File: config.mk
export PLATFORM = sky130hd
export DESIGN_NAME = rsl_core
export DESIGN_NICKNAME = d
export VERILOG_FILES = /design/src/rsl_pkg.sv /design/src/rsl_file_mem.sv /design/src/rsl_core.sv
export SDC_FILE = /design/constraint.sdc
export NUM_CORES = 2
export LEC_CHECK = 0
export ABC_CLOCK_PERIOD_IN_PS = 8500
export BUFFER_PORTS_ARGS = -buffer_cell sky130_fd_sc_hd__buf_2
export CORE_UTILIZATION = 25
export DETAILED_ROUTE_END_ITERATION = 8
export PLACE_DENSITY = 0.43
export SYNTH_ARGS = -nofsm -noshare
export SYNTH_HDL_FRONTEND = slang
export SYNTH_SLANG_ARGS = --single-unit
File: constraint.sdc
create_clock -name clk_i -period 8.5 [get_ports clk_i]
set_input_delay 1.7 -clock clk_i [delete_from_list [all_inputs] [get_ports clk_i]]
set_output_delay 1.7 -clock clk_i [all_outputs]
set_load 0.005 [all_outputs]
File: src/rsl_pkg.sv
// rsl_pkg.sv: constants, types and helpers of the literal/return/sleep core
package rsl_pkg;

  // ********************************************************************
  // bus and register map
  // ********************************************************************
  localparam int unsigned AXI_AW      = 6;
  localparam logic [5:0]  OFS_INSTR   = 6'h00;
  localparam logic [5:0]  OFS_ACC     = 6'h04;
  localparam logic [5:0]  OFS_STATUS  = 6'h08;
  localparam logic [5:0]  OFS_PC      = 6'h0c;
  localparam logic [5:0]  OFS_STACK   = 6'h10;
  localparam logic [5:0]  OFS_WDT     = 6'h14;
  localparam logic [5:0]  OFS_FADDR   = 6'h18;
  localparam logic [5:0]  OFS_FDATA   = 6'h1c;
  localparam logic [1:0]  RESP_OKAY   = 2'h0;
  localparam logic [1:0]  RESP_SLVERR = 2'h2;

  // ********************************************************************
  // field positions
  // ********************************************************************
  localparam int unsigned INSTR_OP_LSB  = 0;
  localparam int unsigned INSTR_DEST    = 3;
  localparam int unsigned INSTR_FA_LSB  = 8;
  localparam int unsigned INSTR_LIT_LSB = 16;
  localparam int unsigned STAT_C        = 0;
  localparam int unsigned STAT_DC       = 1;
  localparam int unsigned STAT_Z        = 2;
  localparam int unsigned STAT_PD       = 3;
  localparam int unsigned STAT_TO       = 4;
  localparam int unsigned STAT_SLEEP    = 5;
  localparam int unsigned STAT_BUSY     = 6;
  localparam int unsigned WDT_PRESC_LSB = 8;
  localparam int unsigned FADDR_W       = 7;
  localparam int unsigned PC_W          = 13;

  // ********************************************************************
  // reset values and timing
  // ********************************************************************
  localparam logic [7:0]      ACC_RST    = 8'h00;
  localparam logic [PC_W-1:0] PC_RST     = 13'h0000;
  localparam logic [7:0]      WDT_RST    = 8'h00;
  localparam logic [7:0]      PRESC_RST  = 8'h00;
  localparam int unsigned     CLK_NS     = 100;
  localparam int unsigned     ICYC_NS    = 400;
  localparam int unsigned     ICYC_CLKS  = (ICYC_NS + CLK_NS - 1) / CLK_NS;

  // ********************************************************************
  // types
  // ********************************************************************
  typedef enum logic [2:0] {
    OP_RET_LIT  = 3'h0,
    OP_RETURN   = 3'h1,
    OP_ROTATE   = 3'h2,
    OP_SLEEP    = 3'h3,
    OP_SUB_LIT  = 3'h4,
    OP_XOR_LIT  = 3'h5
  } rsl_op_t;

  typedef enum logic [1:0] {
    ST_IDLE  = 2'h0,
    ST_EXEC  = 2'h1,
    ST_WAIT2 = 2'h3,
    ST_SLEEP = 2'h2
  } rsl_state_t;

  typedef struct packed {
    logic [7:0]         lit;
    logic [FADDR_W-1:0] faddr;
    logic               dest;
    rsl_op_t            op;
  } rsl_instr_t;

  typedef struct packed {
    logic timeout_flag;
    logic powerdown_flag;
    logic zero;
    logic half_carry_flag;
    logic carry;
  } rsl_flags_t;

  typedef struct packed {
    logic [7:0] res;
    logic       carry;
    logic       half_carry;
  } rsl_alu_t;

  localparam rsl_flags_t FLAGS_RST = '{1'b1, 1'b1, 1'b0, 1'b0, 1'b0};

  // ********************************************************************
  // helpers
  // ********************************************************************
  // literal minus acc; carries are "no borrow"
  function automatic rsl_alu_t rsl_sub(input logic [7:0] k,
                                       input logic [7:0] a);
    rsl_alu_t r;
    r.res        = 8'(k - a);
    r.carry      = (k >= a);
    r.half_carry = (k[3:0] >= a[3:0]);
    return r;
  endfunction

  function automatic logic rsl_is_zero(input logic [7:0] v);
    return (v == 8'h00);
  endfunction

  // byte-lane merge of a bus write into the old value
  function automatic logic [31:0] rsl_merge(input logic [31:0] old,
                                            input logic [31:0] wd,
                                            input logic [3:0]  strb);
    logic [31:0] r;
    r = old;
    for (int i = 0; i < 4; i++)
    begin
      if (strb[i]) r[8*i +: 8] = wd[8*i +: 8];
    end
    return r;
  endfunction

endpackage

File: src/rsl_file_mem.sv
// rsl_file_mem.sv: file register array with registered read data
`timescale 1ns/100ps
module rsl_file_mem #(
  parameter int unsigned DW    = 8,
  parameter int unsigned DEPTH = 128,
  parameter int unsigned AW    = 7
)(
  // clock
  input  wire logic          clk_i,
  // write port
  input  wire logic          we_i,
  input  wire logic [AW-1:0] waddr_i,
  input  wire logic [DW-1:0] wdata_i,
  // read port
  input  wire logic [AW-1:0] raddr_i,
  output logic      [DW-1:0] rdata_o
);

  logic [DW-1:0] mem_q [DEPTH];

  // write side, no reset so it maps onto plain ram
  always_ff @(posedge clk_i)
  begin
    if (we_i) mem_q[waddr_i] <= wdata_i;
  end

  // read data always come out of a register
  always_ff @(posedge clk_i)
  begin
    rdata_o <= mem_q[raddr_i];
  end

endmodule // rsl_file_mem

File: src/rsl_core.sv
// rsl_core.sv: executor for return, rotate, sleep and literal ops
`timescale 1ns/100ps
module rsl_core #(
  parameter int unsigned STACK_DEPTH = 8
)(
  // clock and reset
  input  wire logic                       clk_i,
  input  wire logic                       rst_i,
  // axi4-lite write channels
  input  wire logic [rsl_pkg::AXI_AW-1:0] s_awaddr_i,
  input  wire logic                       s_awvalid_i,
  output logic                            s_awready_o,
  input  wire logic [31:0]                s_wdata_i,
  input  wire logic [3:0]                 s_wstrb_i,
  input  wire logic                       s_wvalid_i,
  output logic                            s_wready_o,
  output logic [1:0]                      s_bresp_o,
  output logic                            s_bvalid_o,
  input  wire logic                       s_bready_i,
  // axi4-lite read channels
  input  wire logic [rsl_pkg::AXI_AW-1:0] s_araddr_i,
  input  wire logic                       s_arvalid_i,
  output logic                            s_arready_o,
  output logic [31:0]                     s_rdata_o,
  output logic [1:0]                      s_rresp_o,
  output logic                            s_rvalid_o,
  input  wire logic                       s_rready_i,
  // sleep control pins
  input  wire logic                       wake_i,
  output logic                            asleep_o
);
  import rsl_pkg::*;

  localparam int unsigned SP_W  = $clog2(STACK_DEPTH);
  localparam int unsigned DIV_W = $clog2(ICYC_CLKS);
  localparam logic [DIV_W-1:0] DIV_LAST = DIV_W'(ICYC_CLKS - 1);

  // ********************************************************************
  // declarations
  // ********************************************************************
  rsl_state_t         st_q;
  rsl_instr_t         instr_q;
  rsl_flags_t         flags_q;
  rsl_alu_t           sub_r;
  logic [7:0]         acc_q;
  logic [PC_W-1:0]    program_counter_q;
  logic [PC_W-1:0]    stack_q [STACK_DEPTH];
  logic [SP_W-1:0]    sp_q;
  logic [PC_W-1:0]    stack_top;
  logic [DIV_W-1:0]   div_q;
  logic               cyc_en;
  logic               exec_fire;
  logic               idle;
  logic [7:0]         presc_q;
  logic [7:0]         watchdog_counter_q;
  logic               wake_m_q;
  logic               wake_s_q;
  logic [7:0]         rot_r;
  logic               aw_hold_q;
  logic               w_hold_q;
  logic               bvalid_q;
  logic [1:0]         bresp_q;
  logic [AXI_AW-1:0]  aw_addr_q;
  logic [31:0]        w_data_q;
  logic [3:0]         w_strb_q;
  logic               rd_pend_q;
  logic               rvalid_q;
  logic [1:0]         rresp_q;
  logic [AXI_AW-1:0]  ar_addr_q;
  logic [31:0]        rdata_q;
  logic               wr_go;
  logic [31:0]        wr_val;
  logic [FADDR_W-1:0] file_addr_q;
  logic               mem_we;
  logic [FADDR_W-1:0] mem_waddr;
  logic [FADDR_W-1:0] mem_raddr;
  logic [7:0]         mem_wdata;
  logic [7:0]         mem_rdata;

  // register view shared by read mux and write merge
  function automatic logic [31:0] reg_view(input logic [AXI_AW-1:0] a);
    logic [31:0] v;
    v = 32'h0000_0000;
    case (a[AXI_AW-1:2])
      OFS_INSTR[AXI_AW-1:2]:  v = {8'h00, instr_q.lit, 1'b0, instr_q.faddr,
                                   4'h0, instr_q.dest, instr_q.op};
      OFS_ACC[AXI_AW-1:2]:    v = 32'(acc_q);
      OFS_STATUS[AXI_AW-1:2]: v = 32'({!idle, st_q == ST_SLEEP, flags_q});
      OFS_PC[AXI_AW-1:2]:     v = 32'(program_counter_q);
      OFS_STACK[AXI_AW-1:2]:  v = 32'(stack_top);
      OFS_WDT[AXI_AW-1:2]:    v = 32'({presc_q, watchdog_counter_q});
      OFS_FADDR[AXI_AW-1:2]:  v = 32'(file_addr_q);
      OFS_FDATA[AXI_AW-1:2]:  v = 32'(mem_rdata);
      default:                v = 32'h0000_0000;
    endcase
    return v;
  endfunction

  function automatic logic is_mapped(input logic [AXI_AW-1:0] a);
    return (a <= OFS_FDATA + 6'h03);
  endfunction

  function automatic logic hits(input logic [AXI_AW-1:0] a,
                                input logic [5:0]        ofs);
    return (a[AXI_AW-1:2] == ofs[AXI_AW-1:2]);
  endfunction

  // ********************************************************************
  // axi4-lite slave
  // ********************************************************************
  // holding aw and w separately lets the master offer them in any order
  assign s_awready_o = !aw_hold_q && !bvalid_q;
  assign s_wready_o  = !w_hold_q && !bvalid_q;
  assign wr_go       = aw_hold_q && w_hold_q && !bvalid_q;
  // a process, not an assign: reg_view reads state beyond its argument
  always_comb
  begin
    wr_val = rsl_merge(reg_view(aw_addr_q), w_data_q, w_strb_q);
  end
  assign s_bvalid_o  = bvalid_q;
  assign s_bresp_o   = bresp_q;

  // write address and data capture, response
  always_ff @(posedge clk_i)
  begin
    if (rst_i)
    begin
      aw_hold_q <= 1'b0;
      w_hold_q  <= 1'b0;
      bvalid_q  <= 1'b0;
      bresp_q   <= RESP_OKAY;
      aw_addr_q <= '0;
      w_data_q  <= 32'h0000_0000;
      w_strb_q  <= 4'h0;
    end
    else
    begin
      if (s_awvalid_i && s_awready_o)
      begin
        aw_hold_q <= 1'b1;
        aw_addr_q <= s_awaddr_i;
      end
      if (s_wvalid_i && s_wready_o)
      begin
        w_hold_q <= 1'b1;
        w_data_q <= s_wdata_i;
        w_strb_q <= s_wstrb_i;
      end
      if (wr_go)
      begin
        aw_hold_q <= 1'b0;
        w_hold_q  <= 1'b0;
        bvalid_q  <= 1'b1;
        bresp_q   <= is_mapped(aw_addr_q) ? RESP_OKAY : RESP_SLVERR;
      end
      else if (bvalid_q && s_bready_i)
        bvalid_q <= 1'b0;
    end
  end

  // read: one wait cycle so the file array data have settled
  assign s_arready_o = !rd_pend_q && !rvalid_q;
  assign s_rvalid_o  = rvalid_q;
  assign s_rdata_o   = rdata_q;
  assign s_rresp_o   = rresp_q;

  always_ff @(posedge clk_i)
  begin
    if (rst_i)
    begin
      rd_pend_q <= 1'b0;
      rvalid_q  <= 1'b0;
      rresp_q   <= RESP_OKAY;
      ar_addr_q <= '0;
      rdata_q   <= 32'h0000_0000;
    end
    else if (s_arvalid_i && s_arready_o)
    begin
      rd_pend_q <= 1'b1;
      ar_addr_q <= s_araddr_i;
    end
    else if (rd_pend_q)
    begin
      rd_pend_q <= 1'b0;
      rvalid_q  <= 1'b1;
      rdata_q   <= reg_view(ar_addr_q);
      rresp_q   <= is_mapped(ar_addr_q) ? RESP_OKAY : RESP_SLVERR;
    end
    else if (rvalid_q && s_rready_i)
      rvalid_q <= 1'b0;
  end

  // ********************************************************************
  // sequencing
  // ********************************************************************
  assign idle      = (st_q == ST_IDLE);
  assign exec_fire = (st_q == ST_EXEC) && cyc_en;
  assign cyc_en    = (div_q == DIV_LAST);
  assign asleep_o  = (st_q == ST_SLEEP);
  assign stack_top = stack_q[SP_W'(sp_q - 1'b1)];
  assign rot_r     = {flags_q.carry, mem_rdata[7:1]};
  assign sub_r     = rsl_sub(instr_q.lit, acc_q);

  // wake pin crosses in through two flops
  always_ff @(posedge clk_i)
  begin
    if (rst_i)
    begin
      wake_m_q <= 1'b0;
      wake_s_q <= 1'b0;
    end
    else
    begin
      wake_m_q <= wake_i;
      wake_s_q <= wake_m_q;
    end
  end

  // instruction cycle divider, restarted on issue, frozen while asleep
  always_ff @(posedge clk_i)
  begin
    if (rst_i || (idle && wr_go))
      div_q <= '0;
    else if (st_q != ST_SLEEP)
      div_q <= DIV_W'(div_q + 1'b1);
  end

  // issue latches the instruction word; refused unless idle
  always_ff @(posedge clk_i)
  begin
    if (rst_i)
      instr_q <= '0;
    else if (idle && wr_go && hits(aw_addr_q, OFS_INSTR))
    begin
      // fields picked by position; the struct packing is narrower
      instr_q.op    <= rsl_op_t'(wr_val[INSTR_OP_LSB +: 3]);
      instr_q.dest  <= wr_val[INSTR_DEST];
      instr_q.faddr <= wr_val[INSTR_FA_LSB +: FADDR_W];
      instr_q.lit   <= wr_val[INSTR_LIT_LSB +: 8];
    end
  end

  always_ff @(posedge clk_i)
  begin
    if (rst_i)
      st_q <= ST_IDLE;
    else
    begin
      case (st_q)
        ST_IDLE:
          if (wr_go && hits(aw_addr_q, OFS_INSTR)) st_q <= ST_EXEC;
        ST_EXEC:
          if (cyc_en)
          begin
            case (instr_q.op)
              OP_RET_LIT, OP_RETURN: st_q <= ST_WAIT2;
              OP_SLEEP:              st_q <= ST_SLEEP;
              default:               st_q <= ST_IDLE;
            endcase
          end
        ST_WAIT2:
          if (cyc_en) st_q <= ST_IDLE;
        ST_SLEEP:
          if (wake_s_q) st_q <= ST_IDLE;
        default:
          st_q <= ST_IDLE;
      endcase
    end
  end

  // ********************************************************************
  // datapath
  // ********************************************************************
  // accumulator
  always_ff @(posedge clk_i)
  begin
    if (rst_i)
      acc_q <= ACC_RST;
    else if (exec_fire)
    begin
      case (instr_q.op)
        OP_RET_LIT: acc_q <= instr_q.lit;
        OP_ROTATE:  if (!instr_q.dest) acc_q <= rot_r;
        OP_SUB_LIT: acc_q <= sub_r.res;
        OP_XOR_LIT: acc_q <= acc_q ^ instr_q.lit;
        default:    acc_q <= acc_q;
      endcase
    end
    else if (idle && wr_go && hits(aw_addr_q, OFS_ACC))
      acc_q <= wr_val[7:0];
  end

  // status flags; software may preset them only while idle
  always_ff @(posedge clk_i)
  begin
    if (rst_i)
      flags_q <= FLAGS_RST;
    else if (exec_fire)
    begin
      case (instr_q.op)
        OP_ROTATE: flags_q.carry <= mem_rdata[0];
        OP_SUB_LIT:
        begin
          flags_q.carry           <= sub_r.carry;
          flags_q.half_carry_flag <= sub_r.half_carry;
          flags_q.zero            <= rsl_is_zero(sub_r.res);
        end
        OP_XOR_LIT:
          flags_q.zero <= rsl_is_zero(acc_q ^ instr_q.lit);
        OP_SLEEP:
        begin
          flags_q.powerdown_flag <= 1'b0;
          flags_q.timeout_flag   <= 1'b1;
        end
        default: flags_q <= flags_q;
      endcase
    end
    else if (idle && wr_go && hits(aw_addr_q, OFS_STATUS))
      flags_q <= rsl_flags_t'(wr_val[STAT_TO:STAT_C]);
  end

  // program counter and return stack; pop wraps when empty
  always_ff @(posedge clk_i)
  begin
    if (rst_i)
    begin
      program_counter_q <= PC_RST;
      sp_q              <= '0;
      for (int i = 0; i < STACK_DEPTH; i++) stack_q[i] <= PC_RST;
    end
    else if (exec_fire && (instr_q.op inside {OP_RET_LIT, OP_RETURN}))
    begin
      program_counter_q <= stack_top;
      sp_q              <= SP_W'(sp_q - 1'b1);
    end
    else if (idle && wr_go && hits(aw_addr_q, OFS_PC))
      program_counter_q <= wr_val[PC_W-1:0];
    else if (idle && wr_go && hits(aw_addr_q, OFS_STACK))
    begin
      stack_q[sp_q] <= wr_val[PC_W-1:0];
      sp_q          <= SP_W'(sp_q + 1'b1);
    end
  end

  // watchdog counter and prescaler stop with the oscillator
  always_ff @(posedge clk_i)
  begin
    if (rst_i)
    begin
      presc_q            <= PRESC_RST;
      watchdog_counter_q <= WDT_RST;
    end
    else if (exec_fire && instr_q.op == OP_SLEEP)
    begin
      presc_q            <= PRESC_RST;
      watchdog_counter_q <= WDT_RST;
    end
    else if (st_q != ST_SLEEP)
    begin
      presc_q <= 8'(presc_q + 1'b1);
      if (presc_q == 8'hff)
        watchdog_counter_q <= 8'(watchdog_counter_q + 1'b1);
    end
  end

  // software pointer into the file array
  always_ff @(posedge clk_i)
  begin
    if (rst_i)
      file_addr_q <= '0;
    else if (wr_go && hits(aw_addr_q, OFS_FADDR))
      file_addr_q <= wr_val[FADDR_W-1:0];
  end

  // file array port sharing: executing op owns it while busy
  assign mem_raddr = idle ? file_addr_q : instr_q.faddr;
  assign mem_we    = (exec_fire && instr_q.op == OP_ROTATE && instr_q.dest)
                   || (idle && wr_go && hits(aw_addr_q, OFS_FDATA));
  assign mem_waddr = idle ? file_addr_q : instr_q.faddr;
  assign mem_wdata = idle ? wr_val[7:0] : rot_r;

  rsl_file_mem #(
    .DW    (8),
    .DEPTH (128),
    .AW    (FADDR_W)
  ) u_file_mem (
    .clk_i   (clk_i),
    .we_i    (mem_we),
    .waddr_i (mem_waddr),
    .wdata_i (mem_wdata),
    .raddr_i (mem_raddr),
    .rdata_o (mem_rdata)
  );

  // ********************************************************************
  // assertions
  // ********************************************************************
  property p_ret_lit;
    @(posedge clk_i) disable iff (rst_i)
    exec_fire && instr_q.op == OP_RET_LIT |=> acc_q == $past(instr_q.lit)
      && program_counter_q == $past(stack_top) && $stable(flags_q);
  endproperty
  a_ret_lit: assert property (p_ret_lit)
    else $error("return-literal result wrong");

  property p_two_cycle;
    @(posedge clk_i) disable iff (rst_i)
    exec_fire && instr_q.op == OP_RET_LIT
      |=> (st_q == ST_WAIT2) [*4] ##1 st_q == ST_IDLE;
  endproperty
  a_two_cycle: assert property (p_two_cycle)
    else $error("return-literal not two instruction cycles");

  property p_rot_carry;
    @(posedge clk_i) disable iff (rst_i)
    exec_fire && instr_q.op == OP_ROTATE |=> flags_q.carry == $past(mem_rdata[0])
      && flags_q.zero == $past(flags_q.zero)
      && flags_q.half_carry_flag == $past(flags_q.half_carry_flag);
  endproperty
  a_rot_carry: assert property (p_rot_carry)
    else $error("rotate carry wrong");

  property p_rot_dest;
    @(posedge clk_i) disable iff (rst_i)
    exec_fire && instr_q.op == OP_ROTATE |=> instr_q.dest
      ? ($stable(acc_q) && $past(mem_we))
      : (acc_q == {$past(flags_q.carry), $past(mem_rdata[7:1])});
  endproperty
  a_rot_dest: assert property (p_rot_dest)
    else $error("rotate destination wrong");

  property p_return;
    @(posedge clk_i) disable iff (rst_i)
    exec_fire && instr_q.op == OP_RETURN |=> program_counter_q == $past(stack_top)
      && sp_q == SP_W'($past(sp_q) - 1'b1) && $stable(flags_q) ##[4:4] idle;
  endproperty
  a_return: assert property (p_return)
    else $error("return did not pop into the counter");

  property p_sleep_flags;
    @(posedge clk_i) disable iff (rst_i)
    exec_fire && instr_q.op == OP_SLEEP |=> !flags_q.powerdown_flag
      && flags_q.timeout_flag && $stable(acc_q)
      && flags_q.carry == $past(flags_q.carry);
  endproperty
  a_sleep_flags: assert property (p_sleep_flags)
    else $error("sleep status flags wrong");

  property p_sleep_wdt;
    @(posedge clk_i) disable iff (rst_i)
    exec_fire && instr_q.op == OP_SLEEP
      |=> watchdog_counter_q == 8'h00 && presc_q == 8'h00;
  endproperty
  a_sleep_wdt: assert property (p_sleep_wdt)
    else $error("watchdog not cleared by sleep");

  property p_sleep_hold;
    @(posedge clk_i) disable iff (rst_i)
    st_q == ST_SLEEP && !wake_s_q |=> st_q == ST_SLEEP && !exec_fire
      && $stable(program_counter_q) && $stable(watchdog_counter_q);
  endproperty
  a_sleep_hold: assert property (p_sleep_hold)
    else $error("core ran while asleep");

  property p_sub;
    @(posedge clk_i) disable iff (rst_i)
    exec_fire && instr_q.op == OP_SUB_LIT
      |=> acc_q == 8'($past(instr_q.lit) - $past(acc_q))
      && flags_q.carry == ($past(instr_q.lit) >= $past(acc_q));
  endproperty
  a_sub: assert property (p_sub)
    else $error("subtract result wrong");

  property p_xor;
    @(posedge clk_i) disable iff (rst_i)
    exec_fire && instr_q.op == OP_XOR_LIT
      |=> acc_q == ($past(acc_q) ^ $past(instr_q.lit))
      && flags_q.carry == $past(flags_q.carry);
  endproperty
  a_xor: assert property (p_xor)
    else $error("xor result wrong");

  property p_zero;
    @(posedge clk_i) disable iff (rst_i)
    exec_fire && instr_q.op inside {OP_XOR_LIT, OP_SUB_LIT}
      |=> flags_q.zero == (acc_q == 8'h00);
  endproperty
  a_zero: assert property (p_zero)
    else $error("zero flag disagrees with result");

endmodule // rsl_core

==> flow_summary.ini <==
[timing]
hold_violations = 0
maxSlewViolCount = 0
fin_ws_ns = 3.30
setup_viol = 0
fmax_ghz = 0.192
fin_hold_ws_ns = 0.442
fin_tns_setup_ns = 0
worst_pin_slew_ns = 1.19
finalCriticalPeriod_ns = 5.20
fin_crit_sh = 0.611
relSlewSlack = 0.200
rsz0062_at_grt = false
fin_skew_ns = 0.0505

[place]
place_area_mm2 = 0.0557
dp_slack_ns = 3.31
place_congestion = 0.845
port-buffer-count = 73
numPlacedInstances = 6325
detailed_place_hpwl_mm = 110

[routing]
drt_iter0_drc = 3403
dr.pass1.iters = 6
wl_mm = 182
ant_nets = 0
post_drt_wl_per_cell_um = 27.6
drc = 0
vias = 33400
post_drt_via_cell_ratio = 5.08

[critical_path]
slowest_stage = mux2_2
cp_top_family = simple AND/OR/NAND/NOR gates
cp-end-kind = flop
worst-path-buf-inv = 2
critical-path-max-stage-delay_ns = 0.93
cp_max_fo = 26
cp-start-kind = flop
path_cells = buf_4 > or2_2 > mux2_2 > buf_4 > o22a_1 > a31oi_1 > nor4b_1 > nand4_1
worstPathRequired_ns = 9.02
crit_type = reg2reg
arrival_ns = 5.72
crit_top_cell = buf_4

[logic_synthesis]
synthMuxAreaShare = 0.0566
synth_fa_ha_area_frac = 0.00376
synth-simple-area-share = 0.0831
yosysSeqAreaShare = 0.711
synth_warnings = 0
syn_avg_cell_area_um2 = 14.0
async_flop_share = 0
synth_xor_area_frac = 0.00388
yosysUniqueCellTypes = 87
ys_ff_latch = 1278
yosys.area.top_type_share = 0.653
synth_area_mm2 = 0.0519
synth_compound_area_frac = 0.118
yosysTopAreaCell = edfxtp_1
synth_ff_type = edfxtp_1
synth.area.top_cells = edfxtp_1 (65%), dfxtp_1 (5.8%), mux2i_1 (3.7%)
synth_top_family_by_area = compound AO/OA/AOI/OAI gates
synth_most_common_cell = edfxtp_1
synth_edf_count = 1128
syn_inst = 3710
synthTopCellsByCount = edfxtp_1 (1128), nor2_1 (395), nand2_1 (316), a22oi_1 (239), mux2i_1 (190)

[floorplanning]
die_h_um = 458
ioPinCount = 98
die_w_um = 458
rows = 166
coreArea_mm2 = 0.205
start_util = 0.253
dieArea_mm2 = 0.209

[clock_network]
ctsHoldBuffers = 0
post_cts.repair.setup_buffers = 0
clk_pin_slew_ns = 0.06
clock_latency_ns = 0.81
cts_resized = 0
htreeDepth = 4
clock_path_buffers = 3
cts_root_buf = clkbuf_16
cts_tree = built
numCtsBuffers = 138
cts.sinks = 1278

[finish]
drive_gt1_frac = 0.128
regArea_mm2 = 0.0369
final_nets = 3848
layout.cells.non_filler = 6577
finish.instance_area_mm2 = 0.0601
num-fill-cells = 20600
multi_input_comb_area_mm2 = 0.0141
area_growth_syn_to_layout_pct = 15.8
fin_util = 0.293

[grt]
grt_pass1_vias = 32500
grt_usage = 0.170
grt_max_degree = 129
grt-ovfl-total = 0
grt_pass1_wl_mm = 255
antenna_found_initial = 7

[power_and_ir_drop]
power.internal_mw = 10.7
pwr-share-seq = 0.507
total_power_mw = 14.1
clkPwrFrac = 0.425
p_leak_nw = 18.6
combPwrFrac = 0.068
switching_share = 0.243
p_sw_mw = 3.43
ir_worst_vdd_uv = 224
power.density_mw_per_mm2 = 235

[flow_run]
cap_violations = 0

[run_status]
status = complete, no violations

[min_path]
hold_class = reg2reg
==> power groups by stage <==
| stage | sequential (mW) | combinational, mW | clock, mW |
|---|---|---|---|
| after global placement | 7.31 | 0.948 | 0 |
| after floorplan | 7.32 | 0.479 | 0 |
| final | 7.18 | 0.957 | 6.01 |
| after detailed placement | 7.31 | 0.960 | 0 |
| after CTS | 7.18 | 0.962 | 6.12 |
| after global routing | 7.18 | 1.01 | 6.35 |
==> cells by family after synthesis <==
kind of cell / count (synthesis)
flip-flops: 1278
buffers and inverters: 285
XOR/XNOR: 23
other: 1
multiplexers: 253
AO/OA/AOI/OAI: 880
AND/OR/NAND/NOR: 975
adder cells (fa/ha/maj): 15
==> layout by cell type (no fill, tap or decap), types with 49 or more instances in the layout <==
| cell | Yosys | layout |
|---|---|---|
| a21oi_1 | 145 | 145 |
| a22oi_1 | 239 | 239 |
| a31oi_1 | 50 | 49 |
| buf_2 | 68 | 72 |
| buf_4 | 23 | 96 |
| clkbuf_16 | 0 | 141 |
| dfxtp_1 | 150 | 148 |
| edfxtp_1 | 1128 | 1128 |
| mux2i_1 | 190 | 188 |
| nand2_1 | 316 | 309 |
| nand3_1 | 64 | 64 |
| nor2_1 | 395 | 391 |
| o21ai_0 | 135 | 125 |
| o22ai_1 | 66 | 61 |
==> flip-flops by register name, summed over array words and instances (netlist names), 2 cells and up <==
| name | count |
|---|---|
| u_file_mem.mem_q | 1024 |
| stack_q | 104 |
| s_rdata_o | 24 |
| w_data_q | 23 |
| instr_q | 19 |
| program_counter_q | 13 |
| acc_q | 8 |
| presc_q | 8 |
| u_file_mem.rdata_o | 8 |
| watchdog_counter_q | 8 |
| file_addr_q | 7 |
| flags_q | 5 |
| ar_addr_q | 4 |
| aw_addr_q | 4 |
| sp_q | 3 |
| w_strb_q | 3 |
| div_q | 2 |
| st_q | 2 |
==> routing by layer <==
metal  up-vias  track usage  wire [µm]  part of all wire
li1      14500            -          -                 -
met1     17600        0.238      82600              0.45
met2      1116        0.274      85800              0.47
met3       191       0.0248       9820             0.054
met4         0       0.0398       3460             0.019
met5         -            0          0                 0
==> worst paths after layout <==
| path | start | slack (ns) | cells after the start | end |
|---|---|---|---|---|
| hold reg to reg | wake_m_q | 0.44 | 1 | wake_s_q |
| setup reg to reg | st_q[0] | 3.30 | 8 | u_file_mem.rdata_o[2] |
| hold / removal | wake_m_q | 0.44 | 1 | wake_s_q |
| setup / recovery | st_q[0] | 3.30 | 8 | u_file_mem.rdata_o[2] |
==> layout make-up <==
cell class,count,area share
diodes,2,0.0000833
clock buffers,180,0.0618
repair buffers,177,0.0210
flip-flops and latches,1278,0.614
well taps,2688,0.0560
clock inverters,70,0.0118
inverters,26,0.00162
multi-input cells,2156,0.234
Power figures use the tool's default switching activity.
